[config.mk]
export PLATFORM = sky130hd
export DESIGN_NAME = fmb_backplane_ctrl
export DESIGN_NICKNAME = d
export VERILOG_FILES = /design/src/hdl/fmb_pkg.sv /design/src/hdl/fmb_sw_if.sv /design/src/hdl/fmb_backplane_ctrl.sv /design/src/hdl/fmb_switch_bank.sv
export VERILOG_INCLUDE_DIRS = /design/src /design/src/hdl
export SDC_FILE = /design/constraint.sdc
export NUM_CORES = 1
export LEC_CHECK = 0
export ABC_AREA = 0
export BUFFER_PORTS_ARGS = -buffer_cell sky130_fd_sc_hd__buf_4
export CAP_MARGIN = 20
export CORE_UTILIZATION = 44
export DETAILED_ROUTE_END_ITERATION = 7
export PLACE_DENSITY = 0.66
export SYNTH_ARGS = -nofsm -noshare
export SYNTH_HDL_FRONTEND = slang
export SYNTH_SLANG_ARGS = --single-unit
[constraint.sdc]
create_clock -name core_clk -period 2.2 [get_ports core_clk]
set_input_delay 0.11 -clock core_clk [delete_from_list [all_inputs] [get_ports core_clk]]
set_output_delay 0.11 -clock core_clk [all_outputs]
set_load 0.01 [all_outputs]
[src/hdl/fmb_params.svh]
`ifndef FMB_PARAMS_SVH
`define FMB_PARAMS_SVH

// Register numbers on the backplane
`define FMB_REG_IDENT 3'h0
`define FMB_REG_RESET 3'h0
`define FMB_REG_ACCESS 3'h1
`define FMB_REG_STATUS 3'h2
`define FMB_REG_OPEN 3'h3
`define FMB_REG_RLY_OPEN 3'h4
`define FMB_REG_RLY_CLOSE 3'h5
`define FMB_REG_CLOSE 3'h6

// Command word fields
`define FMB_MSK_RELAY 15
`define FMB_MSK_TREE 14
`define FMB_MSK_BANK_B 13
`define FMB_MSK_BANK_A 12
`define FMB_TREE_HI 11
`define FMB_TREE_LO 8
`define FMB_BANK_B_HI 7
`define FMB_BANK_B_LO 4
`define FMB_BANK_A_HI 3
`define FMB_BANK_A_LO 0

// Reset and fixed values
`define FMB_BANK_OPEN 4'hF
`define FMB_BANK_MAX 4'h9
`define FMB_TREE_OPEN 4'h0
`define FMB_ID_UPPER 8'hFF
`define FMB_TERM_NONE 3'h7
`define FMB_STAT_UNDEF 4'h0

// Timing
`define FMB_CLK_NS 4
`define FMB_STROBE_NS 40
`define FMB_STROBE_CYC ((`FMB_STROBE_NS + `FMB_CLK_NS - 1) / `FMB_CLK_NS)

`endif

[src/hdl/fmb_pkg.sv]
package fmb_pkg;

   // Sequencer states, one-hot
   typedef enum logic [3:0] {
      FMB_ST_IDLE = 4'h1,
      FMB_ST_OPEN = 4'h2,
      FMB_ST_WAIT = 4'h4,
      FMB_ST_CLOSE = 4'h8
   } fmb_state_t;

   // Switch state as held by the bank module
   typedef struct packed {
      logic relay;
      logic [3:0] tree;
      logic [3:0] bank_b;
      logic [3:0] bank_a;
   } fmb_sw_state_t;

   // Decimal channel code to one-hot channel drive; invalid codes drive none
   function automatic logic [9:0] fmb_onehot10(input logic [3:0] code);
      logic [9:0] res;
      res = 10'h000;
      for (int i = 0; i < 10; i++) begin
         res[i] = (code == 4'(i));
      end
      return res;
   endfunction : fmb_onehot10

endpackage : fmb_pkg

[src/hdl/fmb_sw_if.sv]
`timescale 1ns/10ps
interface fmb_sw_if;
   logic clk_en;
   logic [15:0] cmd;
   logic clear_all;
   logic apply_open;
   logic apply_close;
   logic relay_open;
   logic relay_close;
   fmb_pkg::fmb_sw_state_t state;

   modport ctrl (output clk_en, output cmd, output clear_all, output apply_open, output apply_close,
      output relay_open, output relay_close, input state);
   modport bank (input clk_en, input cmd, input clear_all, input apply_open, input apply_close,
      input relay_open, input relay_close, output state);
endinterface : fmb_sw_if

[src/hdl/fmb_backplane_ctrl.sv]
// Functional notes
// - ID read: id low byte, upper byte ones
// - ID: component field high, terminal type low
// - No terminal module: type bits all ones
// - Status register 2: bits 0-11 defined
// - Status bits 8-11: tree 91-94, one=closed
// - Bank B bits 7-4, A 3-0, F=open
// - Reset write opens all, stops coordination
// - Register 3 write: opening strobe, open selected
// - Register 4 write: open relays, opening strobe
// - Register 5: close relays after opening ends
// - Relay closing pulses closing line
// - Register 6 write: closing strobe, close selected
// - Command word mask and data layout
// - Bit 15 closes isolation relays (ch 90)
// - Only masked groups act; masks combine
// - Tree bits 11..8 map channels 94..91
// - Bank nibble is decimal; B a decade up
// - Register number picks open or close
// - Relays stay closed until open or reset
`timescale 1ns/10ps
`include "fmb_params.svh"
module fmb_backplane_ctrl #(
   parameter logic [4:0] COMPONENT_ID = 5'h15, // Arbitrary value
   parameter int STROBE_CYC = `FMB_STROBE_CYC
) (
   // Clock, reset, enable
   input wire logic core_clk,
   input wire logic rst,
   input wire logic clk_en,
   // Backplane register access
   input wire logic [2:0] bp_addr,
   input wire logic bp_rd_stb,
   input wire logic bp_wr_stb,
   input wire logic [15:0] bp_wdata,
   output logic [15:0] bp_rdata,
   output logic bp_rdata_vld,
   // Backplane coordination
   input wire logic bp_sys_reset,
   input wire logic bp_opening_in,
   output logic bp_opening_pulse,
   output logic bp_closing_pulse,
   // Terminal module sense
   input wire logic term_present,
   input wire logic [2:0] term_type,
   // Switch drive
   output logic relay_closed,
   output logic [3:0] tree_closed,
   output logic [9:0] bank_a_closed,
   output logic [9:0] bank_b_closed
);
   import fmb_pkg::*;

   // Parameter range check
   if (STROBE_CYC < 1 || STROBE_CYC > 255) begin : g_bad_strobe
      $error("STROBE_CYC must lie in 1..255");
   end

   fmb_sw_if sw ();
   fmb_state_t fsm_reg;
   fmb_state_t fsm_next;
   logic [7:0] cnt_reg;
   logic [15:0] cmd_reg;
   logic pend_relay_reg;
   logic pend_cmd_reg;
   logic clear_now;
   logic wr_ok;
   logic wr_open;
   logic wr_rly_open;
   logic wr_rly_close;
   logic wr_close;
   logic do_close;
   logic cnt_done;
   logic [7:0] ident;
   logic [15:0] stat_word;
   logic [15:0] acc_word;

   fmb_switch_bank u_bank (
      .core_clk(core_clk),
      .rst(rst),
      .sw(sw.bank)
   );

   // Write decode; only the idle sequencer takes open and close writes, reset writes act in any state
   assign clear_now = bp_sys_reset || (bp_wr_stb && bp_addr == `FMB_REG_RESET);
   assign wr_ok = bp_wr_stb && !clear_now && fsm_reg == FMB_ST_IDLE;
   assign wr_open = wr_ok && bp_addr == `FMB_REG_OPEN;
   assign wr_rly_open = wr_ok && bp_addr == `FMB_REG_RLY_OPEN;
   assign wr_rly_close = wr_ok && bp_addr == `FMB_REG_RLY_CLOSE;
   assign wr_close = wr_ok && bp_addr == `FMB_REG_CLOSE;
   assign do_close = fsm_reg == FMB_ST_WAIT && !bp_opening_in;
   assign cnt_done = cnt_reg == 8'h00;

   // Commands to the switch bank
   assign sw.clk_en = clk_en;
   assign sw.clear_all = clear_now;
   assign sw.cmd = wr_open ? bp_wdata : cmd_reg;
   assign sw.apply_open = wr_open;
   assign sw.apply_close = do_close && pend_cmd_reg;
   assign sw.relay_open = wr_rly_open;
   assign sw.relay_close = do_close && (pend_relay_reg || (pend_cmd_reg && cmd_reg[`FMB_MSK_RELAY]));

   // Sequencer next state
   always_comb begin
      fsm_next = fsm_reg;
      case (fsm_reg)
         FMB_ST_IDLE: begin
            if (wr_open || wr_rly_open) begin
               fsm_next = FMB_ST_OPEN;
            end else if (wr_rly_close || wr_close) begin
               fsm_next = FMB_ST_WAIT;
            end
         end
         FMB_ST_OPEN: begin
            if (cnt_done) begin
               fsm_next = FMB_ST_IDLE;
            end
         end
         FMB_ST_WAIT: begin
            if (do_close) begin
               fsm_next = FMB_ST_CLOSE;
            end
         end
         FMB_ST_CLOSE: begin
            if (cnt_done) begin
               fsm_next = FMB_ST_IDLE;
            end
         end
         default: begin
            fsm_next = FMB_ST_IDLE;
         end
      endcase
      if (clear_now) begin
         fsm_next = FMB_ST_IDLE;
      end
   end

   // Sequencer state
   always_ff @(posedge core_clk) begin
      if (rst) begin
         fsm_reg <= FMB_ST_IDLE;
      end else if (clk_en) begin
         fsm_reg <= fsm_next;
      end
   end

   // Strobe width counter
   always_ff @(posedge core_clk) begin
      if (rst) begin
         cnt_reg <= 8'h00;
      end else if (clk_en) begin
         if (wr_open || wr_rly_open || do_close) begin
            cnt_reg <= 8'(STROBE_CYC - 1);
         end else if (!cnt_done) begin
            cnt_reg <= cnt_reg - 8'h01;
         end
      end
   end

   // Pending close work, held until the opening line drops
   always_ff @(posedge core_clk) begin
      if (rst) begin
         cmd_reg <= 16'h0000;
         pend_relay_reg <= 1'b0;
         pend_cmd_reg <= 1'b0;
      end else if (clk_en) begin
         if (clear_now || do_close) begin
            pend_relay_reg <= 1'b0;
            pend_cmd_reg <= 1'b0;
         end else if (wr_rly_close) begin
            pend_relay_reg <= 1'b1;
         end else if (wr_close) begin
            cmd_reg <= bp_wdata;
            pend_cmd_reg <= 1'b1;
         end
      end
   end

   // Backplane opening and closing strobes
   always_ff @(posedge core_clk) begin
      if (rst) begin
         bp_opening_pulse <= 1'b0;
         bp_closing_pulse <= 1'b0;
      end else if (clk_en) begin
         bp_opening_pulse <= fsm_next == FMB_ST_OPEN;
         bp_closing_pulse <= fsm_next == FMB_ST_CLOSE;
      end
   end

   // Read words
   assign ident = {COMPONENT_ID, term_present ? term_type : `FMB_TERM_NONE};
   assign stat_word = {`FMB_STAT_UNDEF, sw.state.tree, sw.state.bank_b, sw.state.bank_a};
   assign acc_word = {13'h0000, sw.state.relay, fsm_reg == FMB_ST_WAIT, fsm_reg != FMB_ST_IDLE};

   // Register read port, answer one cycle after the strobe
   always_ff @(posedge core_clk) begin
      if (rst) begin
         bp_rdata <= 16'h0000;
         bp_rdata_vld <= 1'b0;
      end else if (clk_en) begin
         bp_rdata_vld <= bp_rd_stb;
         if (bp_rd_stb) begin
            case (bp_addr)
               `FMB_REG_IDENT: bp_rdata <= {`FMB_ID_UPPER, ident};
               `FMB_REG_ACCESS: bp_rdata <= acc_word;
               `FMB_REG_STATUS: bp_rdata <= stat_word;
               default: bp_rdata <= 16'h0000;
            endcase
         end
      end
   end

   // Switch drive outputs
   always_ff @(posedge core_clk) begin
      if (rst) begin
         relay_closed <= 1'b0;
         tree_closed <= 4'h0;
         bank_a_closed <= 10'h000;
         bank_b_closed <= 10'h000;
      end else if (clk_en) begin
         relay_closed <= sw.state.relay;
         tree_closed <= sw.state.tree;
         bank_a_closed <= fmb_onehot10(sw.state.bank_a);
         bank_b_closed <= fmb_onehot10(sw.state.bank_b);
      end
   end
endmodule : fmb_backplane_ctrl

[src/hdl/fmb_switch_bank.sv]
`timescale 1ns/10ps
`include "fmb_params.svh"
module fmb_switch_bank (
   // Clock and reset
   input wire logic core_clk,
   input wire logic rst,
   // Command side
   fmb_sw_if.bank sw
);
   import fmb_pkg::*;

   logic relay_reg;
   logic [3:0] tree_reg;
   logic [3:0] bank_b_reg;
   logic [3:0] bank_a_reg;
   logic [3:0] nb;
   logic [3:0] na;

   assign nb = sw.cmd[`FMB_BANK_B_HI:`FMB_BANK_B_LO];
   assign na = sw.cmd[`FMB_BANK_A_HI:`FMB_BANK_A_LO];
   // Separate registers so each process owns its own variable
   assign sw.state = {relay_reg, tree_reg, bank_b_reg, bank_a_reg};

   // FET switch groups; masked-off groups hold
   always_ff @(posedge core_clk) begin
      if (rst) begin
         tree_reg <= `FMB_TREE_OPEN;
         bank_b_reg <= `FMB_BANK_OPEN;
         bank_a_reg <= `FMB_BANK_OPEN;
      end else if (sw.clk_en) begin
         if (sw.clear_all) begin
            tree_reg <= `FMB_TREE_OPEN;
            bank_b_reg <= `FMB_BANK_OPEN;
            bank_a_reg <= `FMB_BANK_OPEN;
         end else if (sw.apply_open) begin
            if (sw.cmd[`FMB_MSK_TREE]) begin
               tree_reg <= tree_reg & ~sw.cmd[`FMB_TREE_HI:`FMB_TREE_LO];
            end
            if (sw.cmd[`FMB_MSK_BANK_B] && (nb == `FMB_BANK_OPEN || nb == bank_b_reg)) begin
               bank_b_reg <= `FMB_BANK_OPEN;
            end
            if (sw.cmd[`FMB_MSK_BANK_A] && (na == `FMB_BANK_OPEN || na == bank_a_reg)) begin
               bank_a_reg <= `FMB_BANK_OPEN;
            end
         end else if (sw.apply_close) begin
            if (sw.cmd[`FMB_MSK_TREE]) begin
               tree_reg <= tree_reg | sw.cmd[`FMB_TREE_HI:`FMB_TREE_LO];
            end
            if (sw.cmd[`FMB_MSK_BANK_B] && (nb <= `FMB_BANK_MAX || nb == `FMB_BANK_OPEN)) begin
               bank_b_reg <= nb;
            end
            if (sw.cmd[`FMB_MSK_BANK_A] && (na <= `FMB_BANK_MAX || na == `FMB_BANK_OPEN)) begin
               bank_a_reg <= na;
            end
         end
      end
   end

   // Isolation relays latch closed until opened or reset
   always_ff @(posedge core_clk) begin
      if (rst) begin
         relay_reg <= 1'b0;
      end else if (sw.clk_en) begin
         if (sw.clear_all || sw.relay_open) begin
            relay_reg <= 1'b0;
         end else if (sw.relay_close) begin
            relay_reg <= 1'b1;
         end
      end
   end

endmodule : fmb_switch_bank

Word level (Yosys, flattened, before mapping)
Index checks and enable logic that the tools add are counted.
{ "totals": {"reg_bits": 87, "latchBits": 0, "mem_bits_rw": 0, "romBits": 0, "input_bits": 30, "out_inout_bits": 44, "elab_cells": 147, "memories": 0} }
{ "op_classes": {"add_sub_neg": 1, "mul": 0, "div_mod_pow": 0, "magnitude_cmp": 2, "n_eq_ne": 41, "shift": 0, "mux": 33, "bitwise": 5, "reduce_logical": 48} }
{ "op_table": {"columns": ["op", "count"], "rows": [
  ["4-bit 2-to-1 mux", 20],
  ["16-bit case mux with 3 select lines", 1],
  ["4-bit by 3-bit equality test with 1-bit output, second input constant", 9],
  ["4-bit equality test, second input constant", 8],
  ["4-bit by 2-bit equality test with 1-bit output, second input constant", 6],
  ["8-bit 2-to-1 mux", 2],
  ["4-bit AND reduction", 4],
  ["1-bit logical AND", 15],
  ["15-bit 2-to-1 mux", 1],
  ["4-bit by 1-bit equality test with 1-bit output, second input constant", 3],
  ["4-bit case mux with 3 select lines", 1],
  ["1-bit logical OR", 11],
  ["3-bit equality test, second input constant", 3],
  ["3-bit by 2-bit != test with 1-bit output, second input constant", 3],
  ["3-bit nonzero test", 3],
  ["4-bit equality test", 2],
  ["4-bit <= comparator, second input constant", 2],
  ["4-bit zero test", 2],
  ["8-bit zero test", 1],
  ["2-bit AND reduction", 4],
  ["8-bit by 1-bit subtractor with 8-bit output, second input constant", 1],
  ["1-bit 2-to-1 mux", 7],
  ["3-bit by 2-bit equality test with 1-bit output, second input constant", 2],
  ["2-bit nonzero test", 3],
  ["other kinds (13)", 16]
]} }

Logic depth before layout (Yosys ltp)
Gate-level depths: netlist of run 1.
{ "depth": {"depth_word": 15, "depth_mapped": 8, "mapped_depth_nobuf": 7} }

Hierarchy
Synthesis of run 1 repeated with hierarchy kept, for this count alone.
{ "unflattened": {"cells_unflattened": 494, "hier_area_um2": 4140.2} }
{ "modules_own_cells": {"columns": ["module", "instances", "cells_per_inst", "area_each_um2", "seq_area_each_um2"], "rows": [
  ["fmb_backplane_ctrl", 1, 403, 3362.0, 1421.4],
  ["fmb_switch_bank", 1, 91, 778.2, 260.2]
]} }

Worst setup path after synthesis of run 1
No wires, ideal clock.
{ "synth_timing": {"path_type": "register -> register", "from": "register fsm_reg[3]", "to": "register u_bank.bank_a_reg[0]", "setup_ns": 0.117, "arrival_ns": 1.712, "required_ns": 2.083, "setup_slack_ns": 0.371, "path_stages_with_launch": 7, "path_buffers": 2, "synth_period_minus_slack_ns": 1.829, "path_cell_list": "dfxtp_1 buf_6 or4b_4 nor3_4 buf_6 o2111ai_2 o22a_1"} }
{ "synth_via": {"elab_chain_cells": 9, "word_cells_on_any_way": 22, "classes_between": "1 x order compare; 5 x eq/ne; 5 x mux; 11 x reduce/logical"} }
{ "synth_lines": {"columns": ["item", "line", "rtl"], "rows": [
  ["start, declared", "fmb_backplane_ctrl.sv:60", "fmb_state_t fsm_reg;"],
  ["start signal, assigned", "fmb_backplane_ctrl.sv:143", "fsm_reg <= fsm_next;"],
  ["4-bit by 1-bit equality test with 1-bit output", "fmb_backplane_ctrl.sv:86", "assign wr_ok = bp_wr_stb && !clear_now && fsm_reg == FMB_ST_IDLE;"],
  ["1-bit logical AND", "fmb_backplane_ctrl.sv:86", null],
  ["1-bit logical AND (no source line)", null, null],
  ["15-bit 2-to-1 mux", "fmb_backplane_ctrl.sv:97", "assign sw.cmd = wr_open ? bp_wdata : cmd_reg;"],
  ["4-bit <= comparator (no source line), or another cell as far along", null, null],
  ["1-bit logical OR (on tied branches)", null, null],
  ["1-bit logical AND (on tied branches)", "fmb_switch_bank.sv:52, fmb_switch_bank.sv:42", null],
  ["3-bit nonzero test (no source line) / 3-bit by 2-bit != test with 1-bit output (equally long branches)", null, null],
  ["4-bit AND reduction (no source line)", null, null],
  ["end signal, assigned", "fmb_switch_bank.sv:34", "bank_a_reg <= `FMB_BANK_OPEN;"],
  ["end signal, assigned", "fmb_switch_bank.sv:43", "bank_a_reg <= `FMB_BANK_OPEN;"],
  ["end signal, assigned", "fmb_switch_bank.sv:53", "bank_a_reg <= na;"],
  ["end, declared", "fmb_switch_bank.sv:15", "logic [3:0] bank_a_reg;"]
]} }
Several ways; a longest one is shown, not always the timed one. The select of a mux whose other input is x is not followed.
A chain may end at the register's enable or synchronous reset.

Worst setup path in the final report of run 1
{ "layout_timing": {"from": "register fsm_reg[2]", "to": "register u_bank.bank_a_reg[0]"} }
The elaborated chain is that of the path after synthesis.

==> summary.txt, run 1 <==
Drt
  • Post-route ant nets: 0
  • Total number of vias: 3641
  • DRC violations left: 8
  • Vias per std cell: 5.525
  • Routed wire length: 10070 um
  • Pre-antenna DRT Iters: 7
  • Post-DR wirelength/cell: 15.29 um
  • DRT iter0 DRCs: 214

Floorplanning
  • IO Pins: 74
  • Standard-cell rows: 34
  • Die Wd: 97.68 um
  • Initial Util: 45.74%
  • Die Ht: 97.68 um
  • Die ar.: 9540 um2
  • Core area: 8806 um2

Synthesis
  • Primary FF master, synth: dfxtp_1
  • Synth Area in XOR/XNOR: 3.479%
  • Register area share after synthesis: 41.75%
  • Simple-gate share of the synthesized area: 27.09%
  • Mux cell area share after synthesis: 5.468%
  • Post-Syn Nets: 515
  • Yosys warnings: 0
  • Syn avg cell area: 8.339 um2
  • Adder-cell share of the synthesized area: 0.6213%
  • Area fraction in compound gates after synthesis: 16.65%
  • Syn Inst Count: 483
  • Largest family of logic cells by synthesized area: simple AND/OR/NAND/NOR gates
  • #FFs+latches synth: 84
  • Post-synthesis cell area: 4028 um2
  • Post-synth EDFFs: 0
  • Post-synth ARST share: 0%
  • Distinct cell type count after synthesis: 55

Place
  • Final GP Congestion: 0.8804
  • Cells after DPL: 639
  • Dpl cell area: 4629 um2
  • Setup slack at placement: 0.1785 ns
  • Post-DP HPWL: 7208 um
  • Buffers on Ports: 73

Pwr
  • Pwr per Cell Area: 725.6 nW/um2
  • Peak VDD IR: 0.3700 mV
  • P_leak: 0.001861 uW

Global routing
  • Vias in the first global route: 3403
  • GRT Overall Usage: 22.01%
  • First-pass GRT wire length: 16620 um
  • GRT Residual Overflow: 0
  • Largest net degree at the start of global routing: 38
  • Initial antenna violation count: 0

Cells and area
  • ANT cells: 0
  • Synthesis-to-layout area growth: 21.44%
  • Non-Filler Instances: 659
  • Number of flip-flops in the largest register: 16
  • Post-layout net count: 578
  • Post-Layout Inst Area: 4891 um2
  • Layout Utilization: 55.54%
  • Share of post-route cells with drive strength above 1: 20.51%

Clock network
  • Clk_lat worst skew: 0.36 ns
  • Setup Buffers After CTS: 0
  • # clock sinks: 84
  • Root buf cell: clkbuf_8
  • Worst-case clock buffer depth: 2
  • CTS Buf Count: 9
  • H-tree depth reported by CTS: 3
  • TritonCTS clock tree: done
  • Worst-path clk slew: 0.09 ns

Setup path
  • Critical Path End Type: flip-flop
  • Data arrival, critical path: 2.32 ns
  • CP required: 2.50 ns
  • Worst-path maximum fanout: 8
  • Reg-to-Reg Start: fsm_reg[2]
  • Crit start category: flip-flop
  • Worst R2R Path Depth: 5
  • Internal reg-to-reg setup slack: 0.18 ns
  • End of the worst register-to-register path: u_bank.bank_a_reg[0]
  • Crit Path Category: reg -> reg

STA
  • Final-report hold violation count: 0
  • Slew headroom: 56.78%
  • Final max-slew violation count: 0
  • Worst setup margin: 0.1816 ns
  • Fmax: 495.5 MHz
  • Setup-failing EPs final: 0
  • RSZ-0062 raised after global routing: no
  • Max Clock Skew: 0.01063 ns
  • Worst Tran Pin Value: 0.6483 ns
  • Setup Total Neg Slack: 0 ns
  • Final Critical Period: 2.018 ns
  • Final Cycle Share: 91.74%

Status
  • Status: complete, but fails checks
  • Failing checks: design-rule violations

Min path
  • HP Start: bp_wdata[11]
  • Hold Crit Class: in -> reg
  • Hold endpoint: cmd_reg[11]
  • WHS Path Cells: 3

Flow run
  • Max-cap violations: 0
[cells by family (layout without fill, tap and decap cells)]
family | Yosys count | in the layout
and+or+nand+nor | 214 | 214
buffers and inverters | 43 | 111
adders and majority gates | 2 | 2
AOI/OAI and AO/OA | 102 | 102
xor gates and xnor gates | 16 | 16
muxes | 22 | 22
DFF | 84 | 84
[cell usage in the layout (no fill, tap or decap), types with 5 or more instances in the layout]
master	synthesis	layout
clkbuf_8	0	9
mux2i_1	22	22
nand3b_1	5	5
nand4_1	10	10
buf_4	5	85
a22o_1	6	6
and3_1	5	5
nor3_1	18	18
nand3_1	29	29
a211oi_1	6	6
dfxtp_1	84	84
o21ai_0	9	9
nand2_1	45	45
nor2_1	58	58
nor2b_1	20	20
xor2_1	12	12
a21oi_1	48	48
inv_1	6	6
[layout make-up]
cell class	count	area [um2]
inverters	6	22.52
repair buffers	89	678.2
well taps	108	135.1
clock inverters	6	88.84
flip-flops and latches	84	1682
multi-input cells	356	2157
clock buffers	10	127.6
fillers	844	3915
[routing by layer]
| layer | part of all wire, % | wire length [um] | track usage (%) | vias to the layer above |
|---|---|---|---|---|
| met5 | 0 | 0 | 0 | - |
| met4 | 2.7 | 267 | 9.907 | 0 |
| met3 | 4.5 | 457 | 4.029 | 23 |
| met2 | 44 | 4443 | 34.15 | 106 |
| met1 | 49 | 4904 | 29.72 | 1680 |
| li1 | - | - | - | 1832 |
[power by group]
part           leakage (uW)  switching, uW  total [uW]  internal (uW)
logic               0.00108            378         677            299
registers          0.000679           64.1        1660           1600
clock network      0.000102            570        1210            640
total               0.00186           1010        3550           2540
[worst max-delay path by stage]
stage / from / end / slack, ns / cells past startpoint
2_1_floorplan: fsm_reg[3] / u_bank.bank_a_reg[0] / 0.37 / 6
3_3_place_gp: fsm_reg[3] / u_bank.bank_b_reg[2] / 0.22 / 6
3_5_place_dp: fsm_reg[3] / u_bank.bank_b_reg[1] / 0.18 / 6
4_1_cts: fsm_reg[3] / u_bank.bank_b_reg[1] / 0.16 / 6
5_1_grt: fsm_reg[2] / u_bank.bank_a_reg[2] / 0.03 / 5
6_report: fsm_reg[2] / u_bank.bank_a_reg[0] / 0.18 / 5
[worst max-delay path, cell delays in order (launching register included)]
cell and delay, ns:
dfxtp_1 0.51, or4b_1 0.62, nor2_1 0.23, a221oi_1 0.12, o21ai_1 0.29, o22a_1 0.20
[metrics by stage]
step                total power [uW]  hold slack, ns
CTS                             3580        0.003624
global route                    3747         0.01053
floorplan                       2159          0.2568
detailed placement              2369          0.3510
finish                          3549        0.007369
global placement                2353          0.3459
[Yosys cell counts, drive strengths merged (2+ instances only)]
master    n  area share [%]
a21o      4            0.75
nor3b     4            0.75
o211ai    4            0.75
a22oi     4            0.75
or3b      2            0.43
mux2i    22             5.5
dfxtp    84              42
nand2    45             4.2
a2111oi   2            0.93
ha        2            0.62
a31oi     3            0.47
nand3b    5            0.93
xor2     12             2.6
nand4b    2            0.43
a22o      6             1.3
o21ai    10             1.2
nor4      2            0.31
nor2     58             5.4
nand4    10             1.6
inv       6            0.56
and3      5            0.78
clkbuf   23             2.1
o2111ai   2            0.59
a211oi    6             1.1
or2       4            0.62
o22a      4            0.87
a21oi    48             6.0
nor3     19             2.6
xnor2     4            0.87
nand3    29             3.6
buf      14             2.2
nor4b     2            0.81
nor2b    20             3.1
and2      2            0.31
or4b      3            0.84
[what timing repair did]
item	CTS	global route
hold endpoints to repair	4	0
hold buffers	4	0
endpoints found under the setup margin	0	4
resized for setup	0	1
No activity file was read; power rests on OpenSTA's default activity.
==> run 2: changes to the inputs <==
--- a/config.mk
+++ b/config.mk
@@ -9,9 +9,10 @@
 export ABC_AREA = 0
 export BUFFER_PORTS_ARGS = -buffer_cell sky130_fd_sc_hd__buf_4
 export CAP_MARGIN = 20
-export CORE_UTILIZATION = 44
+export CORE_UTILIZATION = 55
+export CTS_CLUSTER_SIZE = 10
 export DETAILED_ROUTE_END_ITERATION = 7
-export PLACE_DENSITY = 0.66
+export PLACE_DENSITY = 0.79
 export SYNTH_ARGS = -nofsm -noshare
 export SYNTH_HDL_FRONTEND = slang
 export SYNTH_SLANG_ARGS = --single-unit
==> constraint.sdc (replaced) <==
create_clock -name core_clk -period 2.2 [get_ports core_clk]
set_input_delay 0.22 -clock core_clk [delete_from_list [all_inputs] [get_ports core_clk]]
set_output_delay 0.22 -clock core_clk [all_outputs]
set_load 0.01 [all_outputs]
==> run 2 against run 1 <==
- the run now ends clean
- register-to-register slack is essentially flat
- combinational power grew 0.9%
- worst setup slack lost 0.012 ns
- sequential share of layout area grew 0.11 points
- die area shrank 20%
- cell area shrank 0.31%
- sequential power is essentially flat
- global-route usage grew 5.7 points
- critical endpoint is now u_bank.tree_reg[3]
==> summary.txt, run 2 (synthesized netlist as in run 1, its figures left out) <==
Status
  • Status: finished, final reports clean

Pwr
  • Peak VDD IR: 0.4568 mV
  • Reg power frac: 44.2%
  • Clock Power Share: 37.7%
  • Pwr per Cell Area: 774.6 nW/um2
  • Int Pwr: 2764 uW
  • P_leak: 0.001862 uW
  • Switch Pwr: 1013 uW
  • Switching portion of total power: 26.82%
  • Combinational share of power: 18.1%

Cells and area
  • Share of post-route cells with drive strength above 1: 20.51%
  • ANT cells: 0
  • Commonest cells after routing, fill and taps aside: 84 x dfxtp_1, 84 x buf_4, 58 x nor2_1
  • Post-layout net count: 573
  • Number of flip-flops in the largest register: 16
  • Post-Layout Inst Area: 4876 um2
  • Filler cells: 582
  • Non-Filler Instances: 642
  • Synthesis-to-layout area growth: 21.06%

Clock network
  • Post-cts resize count: 0
  • H-tree depth reported by CTS: 3
  • Clk_lat worst skew: 0.35 ns
  • Root buf cell: clkbuf_8
  • Worst-path clk slew: 0.08 ns
  • Setup Buffers After CTS: 0
  • Post-CTS Hold Buffers: 0
  • TritonCTS clock tree: done
  • Worst-case clock buffer depth: 2
  • # clock sinks: 84
  • CTS Buf Count: 9

Setup path
  • CP Cell Sequence: or4b_4 -> nor3_4 -> buf_4 -> a221o_1 -> nand2_1 -> a22o_1
  • Worst-path maximum fanout: 12
  • Crit Path Category: reg -> reg
  • CP max stage cell: or4b_4
  • Critical Path End Type: flip-flop
  • Data arrival, critical path: 2.28 ns
  • Delay-heaviest family, CP: simple AND/OR/NAND/NOR gates
  • CP required: 2.45 ns
  • Crit start category: flip-flop
  • Internal reg-to-reg setup slack: 0.17 ns
  • Reg-to-Reg Start: fsm_reg[0]
  • Sum of buffers and inverters on the critical path: 1
  • Slowest Stage Delay on Critical Path: 0.55 ns
  • Worst R2R Path Depth: 6
  • End of the worst register-to-register path: u_bank.tree_reg[3]

Place
  • Post-DP HPWL: 7080 um
  • Cells after DPL: 626
  • Setup slack at placement: 0.05010 ns
  • Dpl cell area: 4607 um2
  • Final GP Congestion: 0.8914
  • Buffers on Ports: 73

STA
  • Max Clock Skew: 0.005963 ns
  • Fmax: 492.4 MHz
  • Final-report hold violation count: 0
  • Setup Total Neg Slack: 0 ns
  • RSZ-0062 raised after global routing: no
  • Final Critical Period: 2.031 ns
  • Slew headroom: 58.25%
  • Setup-failing EPs final: 0
  • Final max-slew violation count: 0
  • Worst Tran Pin Value: 0.6262 ns
  • Worst setup margin: 0.1693 ns
  • Final Cycle Share: 92.31%

Min path
  • WHS Path Cells: 3
  • Hold Crit Class: in -> reg
  • Hold endpoint: cmd_reg[15]
  • HP Start: bp_wdata[15]

Floorplanning
  • Die ar.: 7669 um2
  • Initial Util: 58.00%
  • IO Pins: 74
  • Die Ht: 87.58 um
  • Standard-cell rows: 30
  • Core area: 6944 um2
  • Die Wd: 87.58 um

Drt
  • DRC violations left: 0
  • Post-route ant nets: 0
  • DRT iter0 DRCs: 299
  • Total number of vias: 3707
  • Routed wire length: 10040 um
  • Post-DR wirelength/cell: 15.64 um
  • Vias per std cell: 5.774
  • Pre-antenna DRT Iters: 5

Global routing
  • GRT Overall Usage: 27.71%
  • GRT Residual Overflow: 0
  • Largest net degree at the start of global routing: 36
  • First-pass GRT wire length: 16340 um
  • Vias in the first global route: 3479
  • Initial antenna violation count: 0

Flow run
  • Max-cap violations: 0
[run 2: cell count changes in the layout (fill, tap and decap cells not counted)]
cell	change
buf_4	-1
bufinv_16	+2
clkinv_2	-1
clkinvlp_4	-1
dlygate4sd3_1	-4
[run 2: worst max-delay path by stage]
stage,start,to,slack [ns],depth (start not counted)
final,fsm_reg[0],u_bank.tree_reg[3],0.17,6
after CTS,fsm_reg[1],u_bank.bank_b_reg[2],0.03,6
after detailed placement,fsm_reg[1],u_bank.bank_b_reg[2],0.05,6
after global placement,fsm_reg[1],u_bank.bank_b_reg[1],0.20,6
after floorplan,fsm_reg[3],u_bank.bank_a_reg[0],0.37,6
after global routing,fsm_reg[0],cnt_reg[1],0.05,5
[run 2: layer usage]
metal / vias up / global-route usage [%] / wire (um)
met2: 154 / 44.39 / 4655
met5: - / 0 / 0
met1: 1713 / 35.63 / 4368
met3: 28 / 5.844 / 727
li1: 1812 / - / -
met4: 0 / 13.71 / 289
[run 2: area by class of cell]
cell class | instances | area (um2) | area share (%)
clock buffers | 10 | 127.6 | 2.617
clock inverters | 6 | 136.4 | 2.797
inverters | 6 | 22.52 | 0.4619
multi-input cells | 356 | 2157 | 44.24
flip-flops and latches | 84 | 1682 | 34.49
well taps | 96 | 120.1 | 2.463
repair buffers | 84 | 630.6 | 12.93
[run 2: worst reg2reg max path, stage by stage (launching register included)]
cell and delay, ns:
dfxtp_1 0.49, or4b_4 0.55, nor3_4 0.19, buf_4 0.22
a221o_1 0.23, nand2_1 0.07, a22o_1 0.18
[run 2: through the flow]
| stage | hold slack, ns | util, % | power, uW |
|---|---|---|---|
| 6_report | 0.1034 | 70.22 | 3777 |
| 5_1_grt | 0.1074 | 70.22 | 3950 |
| 4_1_cts | 0.09861 | 70.14 | 3789 |
| 3_5_place_dp | 0.4543 | 66.34 | 2374 |
| 3_3_place_gp | 0.4494 | 66.34 | 2345 |
| 2_1_floorplan | 0.3668 | - | 2159 |
[run 2: power by group through the flow]
stage	sequential [uW]	clock (uW)	combinational [uW]
final	1670	1430	683
after floorplan	1680	0	475
after CTS	1670	1440	682
after detailed placement	1700	0	677
after global placement	1690	0	652
after global routing	1680	1510	763
==> run 3: changes to the inputs <==
--- a/config.mk
+++ b/config.mk
@@ -6,13 +6,15 @@
 export SDC_FILE = /design/constraint.sdc
 export NUM_CORES = 1
 export LEC_CHECK = 0
-export ABC_AREA = 0
+export ABC_AREA = 1
 export BUFFER_PORTS_ARGS = -buffer_cell sky130_fd_sc_hd__buf_4
 export CAP_MARGIN = 20
-export CORE_UTILIZATION = 55
+export CELL_PAD_IN_SITES_DETAIL_PLACEMENT = 1
+export CELL_PAD_IN_SITES_GLOBAL_PLACEMENT = 1
+export CORE_UTILIZATION = 40
 export CTS_CLUSTER_SIZE = 10
 export DETAILED_ROUTE_END_ITERATION = 7
-export PLACE_DENSITY = 0.79
+export PLACE_DENSITY_LB_ADDON = 0.1
 export SYNTH_ARGS = -nofsm -noshare
 export SYNTH_HDL_FRONTEND = slang
 export SYNTH_SLANG_ARGS = --single-unit
==> run 3 against run 2 <==
- critical endpoint is now u_bank.bank_a_reg[0]
- register-to-register slack worse by 0.09 ns
- worst setup slack worse by 0.089 ns
- fmax down 4.2%
- critical path depth up 9
- hold slack worse by 0.0093 ns
- area after synthesis up 0.90%
- largest power group unchanged
- highest routed layer unchanged
- clock-buffer cell count unchanged
- die area up 38%
- critical path type unchanged
- utilization down 18 points
- flip-flop and latch count unchanged
- synthesized cell count up 19%
==> summary.txt, run 3 <==
Drt
  • Total number of vias: 4196
  • Post-route ant nets: 0
  • Vias per std cell: 5.285
  • DRC violations left: 0
  • Post-DR wirelength/cell: 16.51 um
  • DRT iter0 DRCs: 100
  • Routed wire length: 13110 um
  • Pre-antenna DRT Iters: 4

Clock network
  • # clock sinks: 84
  • CTS Buf Count: 9
  • H-tree depth reported by CTS: 3
  • Clk_lat worst skew: 0.36 ns
  • Worst-path clk slew: 0.09 ns
  • Worst-case clock buffer depth: 2
  • Root buf cell: clkbuf_8
  • TritonCTS clock tree: done
  • Post-CTS Hold Buffers: 0

Place
  • Cells after DPL: 772
  • Setup slack at placement: -0.04390 ns
  • Post-DP HPWL: 9489 um
  • Dpl cell area: 4787 um2
  • Final GP Congestion: 0.8694
  • Buffers on Ports: 73

Min path
  • WHS Path Cells: 3
  • Hold Crit Class: in -> reg

STA
  • Final-report hold violation count: 0
  • Final Critical Period: 2.120 ns
  • Setup-failing EPs final: 0
  • Final max-slew violation count: 0
  • RSZ-0062 raised after global routing: yes
  • Max Clock Skew: 0.01275 ns
  • Worst Tran Pin Value: 0.6076 ns
  • Final Cycle Share: 96.34%
  • Fmax: 471.8 MHz
  • Slew headroom: 59.36%
  • Worst setup margin: 0.08042 ns

Cells and area
  • Non-Filler Instances: 794
  • Number of flip-flops in the largest register: 16
  • ANT cells: 0
  • Share of post-route cells with drive strength above 1: 22.84%
  • Synthesis-to-layout area growth: 27.00%
  • Post-layout net count: 689
  • Post-Layout Inst Area: 5161 um2
  • Commonest cells after routing, fill and taps aside: 118 x nand2_1, 96 x buf_4, 83 x dfxtp_1
  • Most common cell after layout, fill and taps aside: nand2_1
  • Layout Utilization: 52.56%

Global routing
  • GRT Overall Usage: 24.90%
  • Vias in the first global route: 4067
  • First-pass GRT wire length: 20070 um
  • Largest net degree at the start of global routing: 51
  • GRT Residual Overflow: 0
  • Initial antenna violation count: 0

Pwr
  • Pwr per Cell Area: 754.2 nW/um2
  • Reg power frac: 44.2%
  • Final Power: 3893 uW
  • Peak VDD IR: 0.3348 mV
  • Switch Pwr: 1256 uW
  • Int Pwr: 2637 uW
  • P_leak: 0.002280 uW
  • Combinational share of power: 25.0%
  • Switching portion of total power: 32.26%
  • Clock Power Share: 30.9%

Floorplanning
  • Die Wd: 102.8 um
  • Die Ht: 102.8 um
  • Die ar.: 10570 um2
  • Core area: 9819 um2
  • Initial Util: 41.39%
  • Standard-cell rows: 36
  • IO Pins: 74

Synthesis
  • Primary FF master, synth: dfxtp_1
  • Yosys warnings: 0
  • Post-synth top cells: 126 x nand2_1, 84 x dfxtp_1, 58 x nor2_1
  • Register area share after synthesis: 41.38%
  • Syn Inst Count: 575
  • Cell taking the most area after synthesis: dfxtp_1
  • Count leader, synth: nand2_1
  • Post-synth top area share: 41.38%
  • Distinct cell type count after synthesis: 40
  • Post-synth EDFFs: 0
  • Post-Syn Nets: 607
  • Post-synth ARST share: 0%
  • Post-synthesis cell area: 4064 um2
  • #FFs+latches synth: 84
  • Syn avg cell area: 7.068 um2
  • Top cells by area, synth: dfxtp_1 41%, nand2_1 12%, a21oi_1 6.9%

Setup path
  • CP required: 2.45 ns
  • Critical Path End Type: flip-flop
  • Data arrival, critical path: 2.37 ns
  • Worst R2R Path Depth: 15
  • Crit Path Category: reg -> reg
  • Crit start category: flip-flop
  • Worst-path maximum fanout: 11

Flow run
  • Max-cap violations: 0

Status
  • Status: finished, final reports clean
run 3: changes by cell type after synthesis, moves of 6 or more:
cell / before / now
nand2_1: 45 / 126
inv_1: 6 / 57
o21ai_0: 9 / 42
mux2i_1: 22 / 0
nor2b_1: 20 / 0
nor3_1: 18 / 5
nand3_1: 29 / 40
a21oi_1: 48 / 56
nand2_2: 0 / 8
xor2_1: 12 / 5
a22o_1: 6 / 0
run 3: cell type report:
class                           count  area (um2)
Clock buffer                       10       127.6
Timing Repair Buffer               97       740.7
Inverter                           62       232.7
Clock inverter                      5       77.57
Fill cell                        1319        4658
Sequential cell                    84        1685
Tap cell                          133       166.4
Multi-Input combinational cell    403        2131
run 3: kinds of logic after synthesis:
group | Yosys count | synth area share (%)
simple gates | 255 | 27.49
compound gates | 138 | 20.20
buf+inv | 90 | 9.021
flops | 84 | 41.38
xor+xnor | 6 | 1.293
fa+ha+maj | 2 | 0.6157
run 3: power groups by stage:
stage	clock (uW)	sequential (uW)	combinational [uW]
2_1_floorplan	0	1730	614
5_1_grt	1300	1730	1080
6_report	1200	1720	971
3_5_place_dp	0	1750	933
3_3_place_gp	0	1750	896
4_1_cts	1220	1720	942
run 3: worst paths after layout:
path | from | endpoint | slack [ns]
max | fsm_reg[1] | u_bank.bank_a_reg[0] | 0.08
min | bp_wdata[10] | cmd_reg[10] | 0.09
max reg2reg | fsm_reg[1] | u_bank.bank_a_reg[0] | 0.08
min reg2reg | bank_a_closed[6] | bank_a_closed[6] | 0.47
run 3: critical path, cell delays in order (launching register included):
cell and delay [ns]:
dfxtp_4 0.36, nor2_4 0.15, nand3_4 0.10, nor2_4 0.16
buf_4 0.17, nand2_8 0.09, nand2_2 0.10, nand2_1 0.06
nor2_1 0.10, nand2_1 0.09, nand2_2 0.09, nand2_2 0.06
a21oi_4 0.21, nand2_2 0.11, nand2_1 0.07, nand3_1 0.07
run 3: what timing repair did:
action | 4_1_cts | 5_1_grt
setup endpoints to repair | 0 | 15
setup buffers | 0 | 5
resized for setup | 0 | 22
run 3: through the flow:
| stage | TNS (ns) | hold WS (ns) |
|---|---|---|
| floorplan | 0 | 0.3549 |
| global placement | 0 | 0.4366 |
| detailed placement | -0.04390 | 0.4568 |
| CTS | 0 | 0.08474 |
| global route | -0.3663 | 0.08395 |
| finish | 0 | 0.09414 |
run 3: per-layer routing:
| layer | global-route usage, % | share of wire, % | wire length, um | up-vias |
|---|---|---|---|---|
| met4 | 9.317 | 2.4 | 316 | 0 |
| met3 | 4.407 | 4.5 | 595 | 25 |
| li1 | - | - | - | 2062 |
| met2 | 41.38 | 48 | 6258 | 97 |
| met1 | 32.29 | 45 | 5936 | 2012 |
| met5 | 0 | 0 | 0 | - |
